--- config.mk ---
export PLATFORM = sky130hd
export DESIGN_NAME = iseq_seq
export DESIGN_NICKNAME = d
export VERILOG_FILES = /design/src/hw/iseq_pkg.sv /design/src/hw/iseq_seq.sv
export VERILOG_INCLUDE_DIRS = /design/src /design/src/hw
export SDC_FILE = /design/constraint.sdc
export NUM_CORES = 1
export LEC_CHECK = 0
export BUFFER_PORTS_ARGS = -buffer_cell sky130_fd_sc_hd__buf_2
export CAP_MARGIN = 20
export CORE_ASPECT_RATIO = 1.1
export CORE_MARGIN = 2
export CORE_UTILIZATION = 40
export CTS_BUF_LIST = sky130_fd_sc_hd__clkbuf_2
export DETAILED_ROUTE_END_ITERATION = 10
export PLACE_DENSITY_LB_ADDON = 0.1
export SETUP_SLACK_MARGIN = 0.02
export SLEW_MARGIN = 10
export SYNTH_ARGS = -nofsm -noshare
export SYNTH_HDL_FRONTEND = slang
export SYNTH_SLANG_ARGS = --single-unit
--- constraint.sdc ---
create_clock -name clk -period 3.65 [get_ports clk]
set_input_delay 0.73 -clock clk [delete_from_list [all_inputs] [get_ports clk]]
set_output_delay 0.73 -clock clk [all_outputs]
set_load 0.05 [all_outputs]
--- src/hw/iseq_params.svh ---
// Constants for the single-master two-wire byte sequencer.
// Assumes the sequencer clock runs at 10 MHz and is the bit-rate count source.
`ifndef ISEQ_PARAMS_SVH
`define ISEQ_PARAMS_SVH

// Sequencer clock and nominal line rate
`define ISEQ_CLK_HZ       10000000
`define ISEQ_SCL_KBPS     378
// Half bit period in clock cycles, rounded down; the high half adds two synchroniser cycles, so the line runs below the nominal rate
`define ISEQ_HALF_CYC     (`ISEQ_CLK_HZ / (2 * `ISEQ_SCL_KBPS * 1000))
// Data line changes one more than this many count-source cycles after the clock falls
`define ISEQ_SDA_DLY_CYC  7
`define ISEQ_SDA_DLY_MAX  8

// Ninth-bit values and idle values
`define ISEQ_ACK_BIT      1'b0
`define ISEQ_NACK_BIT     1'b1
`define ISEQ_RX_FILL      8'hFF
`define ISEQ_IDX_RST      8'h00
`define ISEQ_SHIFT_IDLE   9'h1_FF

`endif

--- src/hw/iseq_pkg.sv ---
// Types shared by the byte sequencer and its users.
// Assumes iseq_params.svh carries all numeric constants.
package iseq_pkg;

  typedef enum logic [3:0] {
    S_IDLE,
    S_START,
    S_LOW,
    S_HIGH,
    S_ACK,
    S_STOP_LOW,
    S_STOP_HIGH,
    S_STOP_WAIT
  } iseq_state_e;

  typedef struct packed {
    logic       rw;
    logic [6:0] addr;
    logic [7:0] len;
  } iseq_req_s;

  typedef struct packed {
    logic busy;
    logic ready;
    logic addr_err;
    logic nack_err;
    logic par_err;
  } iseq_status_s;

endpackage : iseq_pkg

--- src/hw/iseq_seq.sv ---
// Single-master two-wire byte sequencer: start, address, data bytes, stop.
// Assumes pull-ups on both lines, one master, and a local controller on clk.
`include "iseq_params.svh"

module iseq_seq #(
  parameter int HALF_CYC = `ISEQ_HALF_CYC,
  parameter int SDA_DLY  = `ISEQ_SDA_DLY_CYC
) (
  input  wire logic                 clk,
  input  wire logic                 rst,
  input  wire logic                 start_req,
  input  wire iseq_pkg::iseq_req_s  req,
  input  wire logic [7:0]           tx_data,
  output logic [7:0]                byte_count_ff,
  output logic [7:0]                rx_data_ff,
  output logic                      rx_valid_ff,
  output logic [7:0]                rx_ptr_ff,
  output logic                      byte_evt_ff,
  output iseq_pkg::iseq_status_s    status_ff,
  input  wire logic                 scl_i,
  output logic                      scl_o_ff,
  output logic                      scl_oe_ff,
  input  wire logic                 sda_i,
  output logic                      sda_o_ff,
  output logic                      sda_oe_ff
);

  ////////////////////////////////////////////////////////////////////////////////
  // Elaboration checks

  localparam logic [7:0] HALF_M1 = 8'(HALF_CYC - 1);
  localparam logic [7:0] DLY     = 8'(SDA_DLY);

  if (HALF_CYC < SDA_DLY + 2 || HALF_CYC > 255 || SDA_DLY < 1) begin : g_bad_timing
    $error("iseq_seq: half period must exceed the data delay and fit eight bits");
  end

  ////////////////////////////////////////////////////////////////////////////////
  // Line synchronisers

  logic scl_m_ff;
  logic scl_s_ff;
  logic sda_m_ff;
  logic sda_s_ff;

  always_ff @(posedge clk or posedge rst) begin
    if (rst) begin
      scl_m_ff <= 1'b1;
      scl_s_ff <= 1'b1;
      sda_m_ff <= 1'b1;
      sda_s_ff <= 1'b1;
    end else begin
      scl_m_ff <= scl_i;
      scl_s_ff <= scl_m_ff;
      sda_m_ff <= sda_i;
      sda_s_ff <= sda_m_ff;
    end
  end

  ////////////////////////////////////////////////////////////////////////////////
  // Decision at the acknowledge point

  iseq_pkg::iseq_state_e state_ff;
  logic [7:0]            cnt_ff;
  logic [3:0]            bit_cnt_ff;
  logic [8:0]            tx_shift_ff;
  logic [8:0]            rx_shift_ff;
  logic [8:0]            rx_word_ff;
  logic                  tx_empty_ff;
  logic                  rw_ff;
  logic [7:0]            len_ff;
  logic                  stop_now;
  logic                  set_addr_err;
  logic                  set_nack_err;
  logic                  store_rx;
  logic                  load_next;
  logic                  addr_phase;
  logic                  bus_free;
  logic                  start_ok;
  logic                  par_bad;
  logic                  stop_seen;
  logic [7:0]            idx_inc;

  assign addr_phase = (byte_count_ff == `ISEQ_IDX_RST);
  assign bus_free   = scl_s_ff && sda_s_ff;
  assign start_ok   = (state_ff == iseq_pkg::S_IDLE) && start_req && (req.len != 8'h00)
                      && bus_free && !status_ff.busy;
  assign par_bad    = (state_ff == iseq_pkg::S_IDLE) && start_req && (req.len == 8'h00);
  assign stop_seen  = (state_ff == iseq_pkg::S_STOP_WAIT) && bus_free;
  assign idx_inc    = 8'(byte_count_ff + 8'h01);

  always_comb begin
    stop_now     = 1'b0;
    set_addr_err = 1'b0;
    set_nack_err = 1'b0;
    store_rx     = 1'b0;
    load_next    = 1'b0;
    if (state_ff == iseq_pkg::S_ACK) begin
      if (addr_phase && rx_word_ff[0] == `ISEQ_NACK_BIT) begin
        set_addr_err = 1'b1;
        stop_now     = 1'b1;
      end else if (!rw_ff) begin
        if (rx_word_ff[0] == `ISEQ_NACK_BIT) begin
          set_nack_err = 1'b1;
          stop_now     = 1'b1;
        end else if (byte_count_ff < len_ff) begin
          load_next = 1'b1;
        end else begin
          stop_now = 1'b1;
        end
      end else begin
        // Master answers its own data bytes, so the slave ack is not checked here
        store_rx = !addr_phase;
        if (byte_count_ff >= len_ff) begin
          stop_now = 1'b1;
        end else begin
          load_next = 1'b1;
        end
      end
    end
  end

  ////////////////////////////////////////////////////////////////////////////////
  // Bit sequencer

  always_ff @(posedge clk or posedge rst) begin
    if (rst) begin
      state_ff      <= iseq_pkg::S_IDLE;
      cnt_ff        <= 8'h00;
      bit_cnt_ff    <= 4'h0;
      tx_shift_ff   <= `ISEQ_SHIFT_IDLE;
      rx_shift_ff   <= 9'h0_00;
      rx_word_ff    <= 9'h0_00;
      tx_empty_ff   <= 1'b0;
      rw_ff         <= 1'b0;
      len_ff        <= 8'h00;
      byte_count_ff <= `ISEQ_IDX_RST;
      scl_oe_ff     <= 1'b0;
      sda_oe_ff     <= 1'b0;
      byte_evt_ff   <= 1'b0;
    end else begin
      byte_evt_ff <= 1'b0;
      tx_empty_ff <= 1'b0;
      case (state_ff)
        iseq_pkg::S_IDLE: begin
          scl_oe_ff <= 1'b0;
          sda_oe_ff <= 1'b0;
          if (start_ok) begin
            rw_ff     <= req.rw;
            len_ff    <= req.len;
            sda_oe_ff <= 1'b1;
            cnt_ff    <= 8'h00;
            state_ff  <= iseq_pkg::S_START;
          end
        end
        iseq_pkg::S_START: begin
          cnt_ff <= 8'(cnt_ff + 8'h01);
          if (cnt_ff == HALF_M1) begin
            scl_oe_ff     <= 1'b1;
            cnt_ff        <= 8'h00;
            bit_cnt_ff    <= 4'h0;
            tx_shift_ff   <= {req.addr, req.rw, `ISEQ_NACK_BIT};
            byte_count_ff <= `ISEQ_IDX_RST;
            state_ff      <= iseq_pkg::S_LOW;
          end
        end
        iseq_pkg::S_LOW: begin
          cnt_ff <= 8'(cnt_ff + 8'h01);
          if (cnt_ff == DLY) begin
            sda_oe_ff <= ~tx_shift_ff[8];
          end
          if (cnt_ff == HALF_M1) begin
            scl_oe_ff <= 1'b0;
            cnt_ff    <= 8'h00;
            state_ff  <= iseq_pkg::S_HIGH;
          end
        end
        iseq_pkg::S_HIGH: begin
          if (!scl_s_ff) begin
            cnt_ff <= 8'h00;
          end else if (cnt_ff == HALF_M1) begin
            rx_shift_ff <= {rx_shift_ff[7:0], sda_s_ff};
            tx_shift_ff <= {tx_shift_ff[7:0], `ISEQ_NACK_BIT};
            scl_oe_ff   <= 1'b1;
            cnt_ff      <= 8'h00;
            if (bit_cnt_ff == 4'h8) begin
              rx_word_ff  <= {rx_shift_ff[7:0], sda_s_ff};
              tx_empty_ff <= 1'b1;
              byte_evt_ff <= 1'b1;
              state_ff    <= iseq_pkg::S_ACK;
            end else begin
              bit_cnt_ff <= 4'(bit_cnt_ff + 4'h1);
              state_ff   <= iseq_pkg::S_LOW;
            end
          end else begin
            cnt_ff <= 8'(cnt_ff + 8'h01);
          end
        end
        iseq_pkg::S_ACK: begin
          cnt_ff     <= 8'h00;
          bit_cnt_ff <= 4'h0;
          if (stop_now) begin
            state_ff <= iseq_pkg::S_STOP_LOW;
          end else if (load_next) begin
            byte_count_ff <= idx_inc;
            if (rw_ff) begin
              // Data bits released; ninth bit carries our answer
              tx_shift_ff <= {`ISEQ_RX_FILL,
                              (idx_inc >= len_ff) ? `ISEQ_NACK_BIT : `ISEQ_ACK_BIT};
            end else begin
              tx_shift_ff <= {tx_data, `ISEQ_NACK_BIT};
            end
            state_ff <= iseq_pkg::S_LOW;
          end else begin
            state_ff <= iseq_pkg::S_STOP_LOW;
          end
        end
        iseq_pkg::S_STOP_LOW: begin
          cnt_ff <= 8'(cnt_ff + 8'h01);
          if (cnt_ff == DLY) begin
            sda_oe_ff <= 1'b1;
          end
          if (cnt_ff == HALF_M1) begin
            scl_oe_ff <= 1'b0;
            cnt_ff    <= 8'h00;
            state_ff  <= iseq_pkg::S_STOP_HIGH;
          end
        end
        iseq_pkg::S_STOP_HIGH: begin
          if (!scl_s_ff) begin
            cnt_ff <= 8'h00;
          end else if (cnt_ff == HALF_M1) begin
            sda_oe_ff <= 1'b0;
            cnt_ff    <= 8'h00;
            state_ff  <= iseq_pkg::S_STOP_WAIT;
          end else begin
            cnt_ff <= 8'(cnt_ff + 8'h01);
          end
        end
        iseq_pkg::S_STOP_WAIT: begin
          // A stop is only trusted once both lines read back high
          if (stop_seen) begin
            scl_oe_ff     <= 1'b0;
            sda_oe_ff     <= 1'b0;
            tx_shift_ff   <= `ISEQ_SHIFT_IDLE;
            byte_count_ff <= `ISEQ_IDX_RST;
            bit_cnt_ff    <= 4'h0;
            state_ff      <= iseq_pkg::S_IDLE;
          end
        end
        default: begin
          state_ff <= iseq_pkg::S_IDLE;
        end
      endcase
    end
  end

  ////////////////////////////////////////////////////////////////////////////////
  // Open-drain outputs

  always_ff @(posedge clk or posedge rst) begin
    if (rst) begin
      scl_o_ff <= 1'b0;
      sda_o_ff <= 1'b0;
    end else begin
      // Level is always low; only the enables move, so no line is ever driven high
      scl_o_ff <= 1'b0;
      sda_o_ff <= 1'b0;
    end
  end

  ////////////////////////////////////////////////////////////////////////////////
  // Receive buffer port

  always_ff @(posedge clk or posedge rst) begin
    if (rst) begin
      rx_data_ff  <= 8'h00;
      rx_valid_ff <= 1'b0;
      rx_ptr_ff   <= 8'h00;
    end else begin
      rx_valid_ff <= 1'b0;
      if (start_ok) begin
        rx_ptr_ff <= 8'h00;
      end else if (store_rx) begin
        rx_data_ff  <= rx_word_ff[8:1];
        rx_valid_ff <= 1'b1;
        rx_ptr_ff   <= 8'(rx_ptr_ff + 8'h01);
      end
    end
  end

  ////////////////////////////////////////////////////////////////////////////////
  // Completion status

  always_ff @(posedge clk or posedge rst) begin
    if (rst) begin
      status_ff <= '{busy: 1'b0, ready: 1'b1, addr_err: 1'b0, nack_err: 1'b0, par_err: 1'b0};
    end else begin
      if (start_ok) begin
        status_ff <= '{busy: 1'b1, ready: 1'b0, addr_err: 1'b0, nack_err: 1'b0,
                       par_err: 1'b0};
      end else if (par_bad) begin
        status_ff.par_err <= 1'b1;
      end
      if (set_addr_err) begin
        status_ff.addr_err <= 1'b1;
      end
      if (set_nack_err) begin
        status_ff.nack_err <= 1'b1;
      end
      if (stop_seen) begin
        status_ff.busy  <= 1'b0;
        status_ff.ready <= !status_ff.addr_err;
      end
    end
  end

  ////////////////////////////////////////////////////////////////////////////////
  // Checks

  evt_ninth_a: assert property (@(posedge clk) disable iff (rst)
    byte_evt_ff |-> $past(bit_cnt_ff) == 4'h8 && scl_oe_ff && state_ff == iseq_pkg::S_ACK)
    else $error("byte event not at end of ninth bit");

  capture_first_a: assert property (@(posedge clk) disable iff (rst)
    byte_evt_ff |-> rx_word_ff == rx_shift_ff && tx_empty_ff)
    else $error("acknowledge word not captured at event");

  addr_nack_a: assert property (@(posedge clk) disable iff (rst)
    set_addr_err |=> status_ff.addr_err && state_ff == iseq_pkg::S_STOP_LOW)
    else $error("address NACK did not flag and stop");

  stop_issue_a: assert property (@(posedge clk) disable iff (rst)
    state_ff == iseq_pkg::S_STOP_LOW && cnt_ff == 8'h00 |-> ##[1:40] sda_oe_ff && !scl_oe_ff)
    else $error("stop condition not driven");

  tx_next_a: assert property (@(posedge clk) disable iff (rst)
    load_next && !rw_ff |=> tx_shift_ff == {$past(tx_data), 1'b1}
      && state_ff == iseq_pkg::S_LOW)
    else $error("next transmit byte not loaded");

  data_nack_a: assert property (@(posedge clk) disable iff (rst)
    state_ff == iseq_pkg::S_ACK && !rw_ff && !addr_phase && rx_word_ff[0]
      |=> status_ff.nack_err && state_ff == iseq_pkg::S_STOP_LOW)
    else $error("data NACK did not flag and stop");

  rx_store_a: assert property (@(posedge clk) disable iff (rst)
    store_rx |=> rx_valid_ff && rx_data_ff == $past(rx_word_ff[8:1])
      && rx_ptr_ff == 8'($past(rx_ptr_ff) + 8'h01))
    else $error("received byte not stored");

  ack_preload_a: assert property (@(posedge clk) disable iff (rst)
    load_next && rw_ff |=> tx_shift_ff[0] == (byte_count_ff >= len_ff))
    else $error("wrong acknowledge preloaded");

  last_stop_a: assert property (@(posedge clk) disable iff (rst)
    state_ff == iseq_pkg::S_ACK && rw_ff && !addr_phase && byte_count_ff >= len_ff
      |=> state_ff == iseq_pkg::S_STOP_LOW)
    else $error("no stop after last received byte");

  idle_restore_a: assert property (@(posedge clk) disable iff (rst)
    stop_seen |=> state_ff == iseq_pkg::S_IDLE && !status_ff.busy && !sda_oe_ff && !scl_oe_ff)
    else $error("idle settings not restored");

  sda_delay_a: assert property (@(posedge clk) disable iff (rst)
    state_ff == iseq_pkg::S_LOW && $changed(sda_oe_ff) |-> cnt_ff == 8'(DLY + 8'h01))
    else $error("data line moved at wrong delay");

  stretch_a: assert property (@(posedge clk) disable iff (rst)
    state_ff == iseq_pkg::S_HIGH && !scl_s_ff |=> cnt_ff == 8'h00 && !scl_oe_ff)
    else $error("clock high not measured from line");

endmodule : iseq_seq

-- Word-level counts from Yosys, hierarchy flattened
Index checks and enable logic that the tools add are counted.
Widths: inputs -> output; s select.
- $add $sub $neg: 4
- order comparisons: 3
- eq/ne operators: 25
- mux-type cells: 81
- bitwise logic cells: 2
- reductions and logical operators: 39
- operators with widths (kind ; number):
    $mux 8 ; 9
    $mux 9 ; 7
    $mux 4 ; 14
    $mux 1 ; 40
    $pmux 9 s4 ; 1
    $pmux 4 s8 ; 1
    $pmux 8 s4 ; 1
    $ne 2x2->1 const B ; 14
    $add 8x1->8 const B ; 3
    $pmux 8 s3 ; 1
    $eq 4x3->1 const B ; 4
    $ge 8x8->1 ; 2
    $logic_not 8->1 ; 2
    $pmux 4 s4 ; 1
    $reduce_and 6->1 ; 2
    $pmux 1 s5 ; 2
    $reduce_bool 2->1 ; 5
    $reduce_bool 5->1 ; 2
    $mux 3 ; 3
    $reduce_and 9->1 ; 1
    $eq 4x2->1 const B ; 2
    $eq 8x3->1 const B ; 1
    $eq 8x4->1 const B ; 1
    $logic_and 1x1->1 ; 8
    other kinds (19) ; 27
- flip-flop bits (word level): 88
- output and inout bits: 35
- word-level logic and storage cells: 178

-- Depth between registers and ports, before layout
Gate-level depths: netlist (run 1).
- depth in word-level cells: 9
- depth in mapped cells: 10
- gate-level depth less buffers: 9

-- Least setup slack after synthesis (run 1)
OpenSTA, ideal clock, no wires.
- kind: register to register
- from: register byte_count_ff[2]
- to: register tx_shift_ff[0]
- library setup time: 0.082 ns
- arrival: 2.464 ns
- slack: 1.104 ns
- cell stages (with the launch flop): 11
- buffers on the path: 1
- clock period less this slack: 2.546 ns
- cells stage by stage: dfrtp_1 -> clkbuf_1 -> and3_1 -> nand3_1 -> xnor2_1 -> ha_1 -> a21oi_1 -> o211ai_1 -> a211oi_1 -> o21ai_0 -> mux2_4
- word-level cells in the longest chain between the ends: 8
- elaborated cells on any way between the ends: 26
- classes of those cells: add/sub: 1; order compare: 3; eq/ne: 2; mux: 17; reduce/logical: 3
- ends and longest elaborated chain (element ; RTL line ; source):
    start, declared ; iseq_seq.sv:14 ; output logic [7:0] byte_count_ff,
    start signal, assigned ; iseq_seq.sv:137 ; byte_count_ff <= `ISEQ_IDX_RST;
    start signal, assigned ; iseq_seq.sv:163 ; byte_count_ff <= `ISEQ_IDX_RST;
    start signal, assigned ; iseq_seq.sv:205 ; byte_count_ff <= idx_inc;
    branches (longest 8 deep; another with $add 8x1->8) ; - ;
    end signal, assigned ; iseq_seq.sv:131 ; tx_shift_ff <= `ISEQ_SHIFT_IDLE;
    end signal, assigned ; iseq_seq.sv:162 ; tx_shift_ff <= {req.addr, req.rw, `ISEQ_NACK_BIT};
    end signal, assigned ; iseq_seq.sv:183 ; tx_shift_ff <= {tx_shift_ff[7:0], `ISEQ_NACK_BIT};
    end, declared ; iseq_seq.sv:66 ; logic [8:0] tx_shift_ff;
Several ways; the timed one is not identified. The select of a mux whose other input is x is not followed.
A chain may end at the register's enable or synchronous reset.

-- Worst setup path in the final report (run 1)
- from: register cnt_ff[4]
- to: register tx_shift_ff[6]
- word-level cells in the longest chain between the ends: 3
- elaborated cells on any way between the ends: 4
- classes of those cells: eq/ne: 3; reduce/logical: 1
- ends and longest elaborated chain (element ; RTL line ; source):
    start, declared ; iseq_seq.sv:64 ; logic [7:0] cnt_ff;
    start signal, assigned ; iseq_seq.sv:157 ; cnt_ff <= 8'(cnt_ff + 8'h01);
    start signal, assigned ; iseq_seq.sv:168 ; cnt_ff <= 8'(cnt_ff + 8'h01);
    start signal, assigned ; iseq_seq.sv:196 ; cnt_ff <= 8'(cnt_ff + 8'h01);
    $eq 8x4->1 (*) ; iseq_seq.sv:158, iseq_seq.sv:181 ;
    $ne 2x2->1 (no source line) ; - ;
    $reduce_and 7->1 (no source line) (*) ; - ;
    end signal, assigned ; iseq_seq.sv:162 ;
    end signal, assigned ; iseq_seq.sv:183 ;
    end signal, assigned ; iseq_seq.sv:208 ; tx_shift_ff <= {`ISEQ_RX_FILL,
Every way passes the cells marked *; elsewhere a longest branch is shown, timed or not.

==> flow_summary.json, run 1 <==
{
  "status": "finished, final reports clean",
  "worst-path-max-fanout": 9,
  "syn_avg_cell_area_um2": 10.7,
  "initial_core_util_pct": 41.2,
  "drive_above_1_share_pct": 29.2,
  "die_area_um2": 12200,
  "startpoint_type": "flop",
  "rsz0062_at_grt": "false",
  "viasPerCell": 5.34,
  "slew_headroom_pct": 44.1,
  "hold_path.class": "in -> async",
  "syn_inst": 425,
  "critical_path.max_stage_delay_ns": 0.56,
  "period_needed_ns": 2.79,
  "endpoint_kind": "flop",
  "drv_slew": 0,
  "power_density_nw_per_um2": 592,
  "fillCellCount": 1101,
  "clock_latency_ns": 0.55,
  "clockRootBuffer": "clkbuf_2",
  "vias": 3399,
  "crit_chain": "or4_4 -> or2_1 -> o41ai_4 -> o21a_1 -> mux2_4",
  "cts.clk_slew.worst_paths_ns": 0.27,
  "drc_errors": 0,
  "stdcell_count": 637,
  "cts_resized": 0,
  "ff_latch_area_um2": 2190,
  "synth_top_area_share_pct": 40.3,
  "synth-async-reset-ratio_pct": 100,
  "vdd.ir_drop.worst_mv": 0.386,
  "grt-ovfl-total": 0,
  "fin_ws_ns": 0.862,
  "antenna_found_initial": 0,
  "final_common_cell": "dfrtp_1",
  "synth_seq_cells": 87,
  "final_nets": 537,
  "worstPathRequired_ns": 4.16,
  "port_buffers": 61,
  "cap_violations": 0,
  "setup_viol": 0,
  "crit_path_top_delay_cell": "or4_4",
  "synth_cell_type_count": 56,
  "antenna_cells": 0,
  "hold_viol_final": 0,
  "grt_usage_pct": 17.2,
  "worst_hold_slack_ns": 0.162,
  "drt-pass1-iter-count": 4,
  "grt_max_degree": 36,
  "synth_seq_area_share_pct": 48.4,
  "syn_to_final_growth_pct": 12.6,
  "dp_cells": 621,
  "syn_area_um2": 4540,
  "initialDrtViolationCount": 148,
  "synth_edf_count": 0,
  "multi_input_area_um2": 2170,
  "period_share_pct": 76.4,
  "synthTopCellsByArea": "dfrtp_1 40%, dfstp_2 8.1%, mux2_2 7.7%, ha_1 6.3%, o21ai_0 3.4%",
  "fin_area_um2": 5110,
  "max_freq_mhz": 359,
  "cts_max_level": 3,
  "dp_hpwl_mm": 7.12,
  "grt_pass1_wl_mm": 16.6,
  "postLayoutCoreUtil_pct": 46.4,
  "p_total_mw": 3.03,
  "worstSetupPathType": "reg -> reg",
  "cts_buffers": 9,
  "ctsLongestPathBuffers": 2,
  "fp.dieW_um": 106,
  "p_leak_nw": 2.51,
  "yosysWarnings": 0,
  "synth_area_leader_cell": "dfrtp_1",
  "postRouteAntennaNets": 0,
  "ys.flop_type": "dfrtp_1",
  "die_y_um": 116,
  "wl_per_cell_um": 15.5,
  "place_ws_ns": 0.878,
  "placed_cell_area_um2": 4980,
  "core-area_um2": 11000,
  "worstMarginPinSlew_ns": 0.833,
  "wl_mm": 9.89,
  "cts_post_setup_buffers_inserted": 0,
  "layout_common_cells": "73 x dfrtp_1, 61 x buf_2, 35 x nor2_1",
  "ctsHoldBuffers": 0,
  "fin_tns_setup_ns": 0,
  "clkSinkCount": 87,
  "boundaryPins": 64,
  "worstPathArrival_ns": 3.30,
  "worst_clock_skew_ns": 0.0333,
  "std_cell_rows": 40,
  "cts_tree": "built",
  "finalWeightedCongestion": 0.850,
  "grt_pass1_vias": 3396
}
-- where the power goes --
group	internal (mW)	switching (mW)
combinational	0.410	0.710
sequential	1.19	0.181
clock	0.174	0.364
total	1.77	1.26
-- metal layers --
metal,global-route usage (%),up-vias,share of wire [%]
li1,-,1655,-
met5,0,-,0
met3,3.88,11,3.7
met1,22.5,1667,47
met2,28.3,66,48
met4,5.96,0,1.2
-- state kept, by name, indices dropped and copies added, names as in the netlist --
signal,count
rx_word_ff,9
tx_shift_ff,9
byte_count_ff,8
cnt_ff,8
len_ff,8
rx_data_ff,8
rx_ptr_ff,8
rx_shift_ff,8
status_ff,5
bit_cnt_ff,4
state_ff,3
byte_evt_ff,1
rw_ff,1
rx_valid_ff,1
scl_m_ff,1
scl_oe_ff,1
scl_s_ff,1
sda_m_ff,1
sda_oe_ff,1
sda_s_ff,1
-- cell type report --
cell class                 count  area share [%]
inverter                      22            1.64
timing repair buffer          67            6.86
tap                          147            3.60
sequential                    87            42.9
clock inverter                 6            1.49
multi-input combinational    298            42.5
clock buffer                  10           0.979
-- cells in the mapped netlist (3+ instances only) --
cell	number
dfstp_2	14
dfrtp_1	73
clkbuf_1	9
nor2_1	35
and3_1	8
o22ai_1	17
ha_1	23
buf_2	5
inv_1	22
mux2_4	9
o21ai_0	31
mux2_2	31
o31ai_1	5
nand2_1	29
a22o_1	9
xnor2_1	6
nor3_1	3
a21oi_1	17
xor2_1	8
nand4_1	5
nor2b_1	3
nand3_1	18
-- worst paths after layout --
kind	start	to	slack, ns	cells past startpoint
max	cnt_ff[4]$_DFFE_PP0P_	tx_shift_ff[6]$_DFFE_PP1P_	0.86	5
min	rst	rx_data_ff[2]$_DFFE_PP0P_	0.16	2
max reg2reg	cnt_ff[4]$_DFFE_PP0P_	tx_shift_ff[6]$_DFFE_PP1P_	0.86	5
min reg2reg	sda_m_ff$_DFF_PP1_	sda_s_ff$_DFF_PP1_	0.38	0
max in group asynchronous	rst	tx_shift_ff[4]$_DFFE_PP1P_	2.60	3
min in group clk	scl_i	scl_m_ff$_DFF_PP1_	0.22	1
-- logic make-up after synthesis --
logic type	after synthesis	share of synthesized area, %
multiplexers	41	10.9
AO/OA/AOI/OAI	101	15.1
flip-flops	87	48.4
other	1	0.0826
buffers and inverters	41	4.03
adder cells (fa/ha/maj)	24	6.56
XOR/XNOR	14	2.70
AND/OR/NAND/NOR	116	12.3
-- critical path, delay by kind of cell, from the launching register on --
kind            cells  cell delay, ns
compound gates      2            1.00
flops               1            0.47
mux                 1            0.35
simple gates        2            0.95
Note: power is estimated with default switching activity, not from simulation.
==> run 2: changes to the inputs <==
clock period = 2.5 ns   (was 3.65 ns; I/O delays follow)
==> run 2 against run 1 <==
Via count up 3.8%; cell area up 4.5%; combinational power up 57%; sequential share of layout area down 1.7 points; clock skew down 0.0096 ns; sequential cell count unchanged; critical path depth up 1; cell count up 3.1%; fmax up 18%; total power up 49%; sequential power up 43%; clock power up 46%; critical endpoint is now tx_shift_ff[7]$_DFFE_PP1P_.
==> flow_summary.json, run 2 (synthesis results as in run 1) <==
{
  "status": "finished, final reports clean",
  "worst-path-max-fanout": 9,
  "grt_pass1_vias": 3504,
  "fin_tns_setup_ns": 0,
  "cap_violations": 0,
  "worst_clock_skew_ns": 0.0237,
  "worst_hold_slack_ns": 0.171,
  "dp_hpwl_mm": 7.45,
  "placed_cell_area_um2": 5170,
  "slew_headroom_pct": 54.7,
  "period_needed_ns": 2.37,
  "syn_to_final_growth_pct": 17.6,
  "worstHoldStart": "req[2]",
  "fin_ws_ns": 0.129,
  "layout_common_cells": "68 x dfrtp_1, 61 x buf_2, 35 x nor2_1",
  "hold_viol_final": 0,
  "cts.clk_slew.worst_paths_ns": 0.27,
  "fillCellCount": 1066,
  "vdd.ir_drop.worst_mv": 0.496,
  "setup_viol": 0,
  "drc_errors": 0,
  "rsz0062_at_grt": "false",
  "die_area_um2": 12200,
  "crit_chain": "or4_4 -> or2_4 -> o41ai_4 -> o21a_1 -> buf_12 -> mux2_4",
  "multi_input_area_um2": 2180,
  "final_common_cell": "dfrtp_1",
  "vias": 3529,
  "max_freq_mhz": 422,
  "grt-ovfl-total": 0,
  "std_cell_rows": 40,
  "largest_registers": "rx_word_ff x9, tx_shift_ff x9",
  "boundaryPins": 64,
  "startpoint_type": "flop",
  "cts_tree": "built",
  "fin_area_um2": 5340,
  "cts_post_setup_buffers_inserted": 0,
  "place_ws_ns": 0.0667,
  "crit_buf_inv": 1,
  "grt_usage_pct": 17.5,
  "drv_slew": 0,
  "wl_mm": 10.2,
  "drt-pass1-iter-count": 4,
  "crit_path_start": "cnt_ff[4]$_DFFE_PP0P_",
  "endpoint_kind": "flop",
  "initialDrtViolationCount": 201,
  "finalWeightedCongestion": 0.836,
  "grt_max_degree": 35,
  "cts_buffers": 9,
  "ctsLongestPathBuffers": 2,
  "postRouteAntennaNets": 0,
  "p_leak_nw": 2.62,
  "crit_path_top_delay_cell": "or4_4",
  "clock_latency_ns": 0.54,
  "hold_path.class": "in -> reg",
  "ff_latch_area_um2": 2200,
  "worstSetupPathType": "reg -> reg",
  "clockRootBuffer": "clkbuf_2",
  "core-area_um2": 11000,
  "viasPerCell": 5.37,
  "worstPathRequired_ns": 3.01,
  "cp_top_family": "simple AND/OR/NAND/NOR gates",
  "die_y_um": 116,
  "antenna_cells": 0,
  "wl_per_cell_um": 15.5,
  "initial_core_util_pct": 41.2,
  "critical_path.max_stage_delay_ns": 0.55,
  "port_buffers": 61,
  "worstPathArrival_ns": 2.88,
  "reg2reg_from": "cnt_ff[4]$_DFFE_PP0P_",
  "drive_above_1_share_pct": 32.9,
  "grt_pass1_wl_mm": 17.1,
  "cts_max_level": 3,
  "period_share_pct": 94.8,
  "fp.dieW_um": 106,
  "power_density_nw_per_um2": 843,
  "clkSinkCount": 87,
  "final_nets": 557,
  "worstMarginPinSlew_ns": 0.678,
  "antenna_found_initial": 0
}
-- run 2: worst reg2reg max path, stage by stage (launching register included) --
cell and delay, ns:
dfrtp_1 0.47, or4_4 0.56, or2_4 0.32, o41ai_4 0.32, o21a_1 0.22, buf_12 0.15, mux2_4 0.30
-- run 2: where the power goes --
| part | switching, mW | internal [mW] |
|---|---|---|
| Clock | 0.527 | 0.257 |
| Combinational | 1.11 | 0.647 |
| Sequential | 0.223 | 1.73 |
| Total | 1.86 | 2.64 |
-- run 2: routing by layer --
metal | track usage, % | vias to the layer above | part of all wire [%]
li1 | - | 1697 | -
met3 | 3.26 | 12 | 3.6
met4 | 6.93 | 0 | 0.97
met5 | 0 | - | 0
met2 | 28.3 | 67 | 49
met1 | 23.6 | 1753 | 47
-- run 2: per-stage QoR --
stage / power, mW / utilization (%) / cells
4_1_cts: 4.54 / 48.3 / 657
3_3_place_gp: 3.68 / 46.9 / 638
3_5_place_dp: 3.74 / 46.9 / 638
6_report: 4.50 / 48.5 / 657
2_1_floorplan: 3.25 / - / 426
5_1_grt: 4.83 / 48.5 / 657
-- run 2: cell type report --
cell class	count	share of cell area, %
sequential	87	41.2
multi-input combinational	298	40.9
timing repair buffer	87	10.5
tap	147	3.45
inverter	22	1.62
clock inverter	6	1.43
clock buffer	10	0.938
-- run 2: path summary, 6_finish.rpt --
path / end / slack [ns] / cells after the start
setup / recovery: tx_shift_ff[7]$_DFFE_PP1P_ / 0.13 / 6
hold / removal: len_ff[2]$_DFFE_PP0P_ / 0.17 / 3
setup reg to reg: tx_shift_ff[7]$_DFFE_PP1P_ / 0.13 / 6
hold reg to reg: sda_s_ff$_DFF_PP1_ / 0.37 / 0
max in group asynchronous: scl_s_ff$_DFF_PP1_ / 1.30 / 4
min in group asynchronous: bit_cnt_ff[1]$_DFFE_PP0P_ / 0.55 / 3
-- run 2: what timing repair did --
action	CTS	global route
hold buffers	3	0
endpoints found under the setup margin	0	17
hold endpoints to repair	19	0
gates resized for setup	0	6
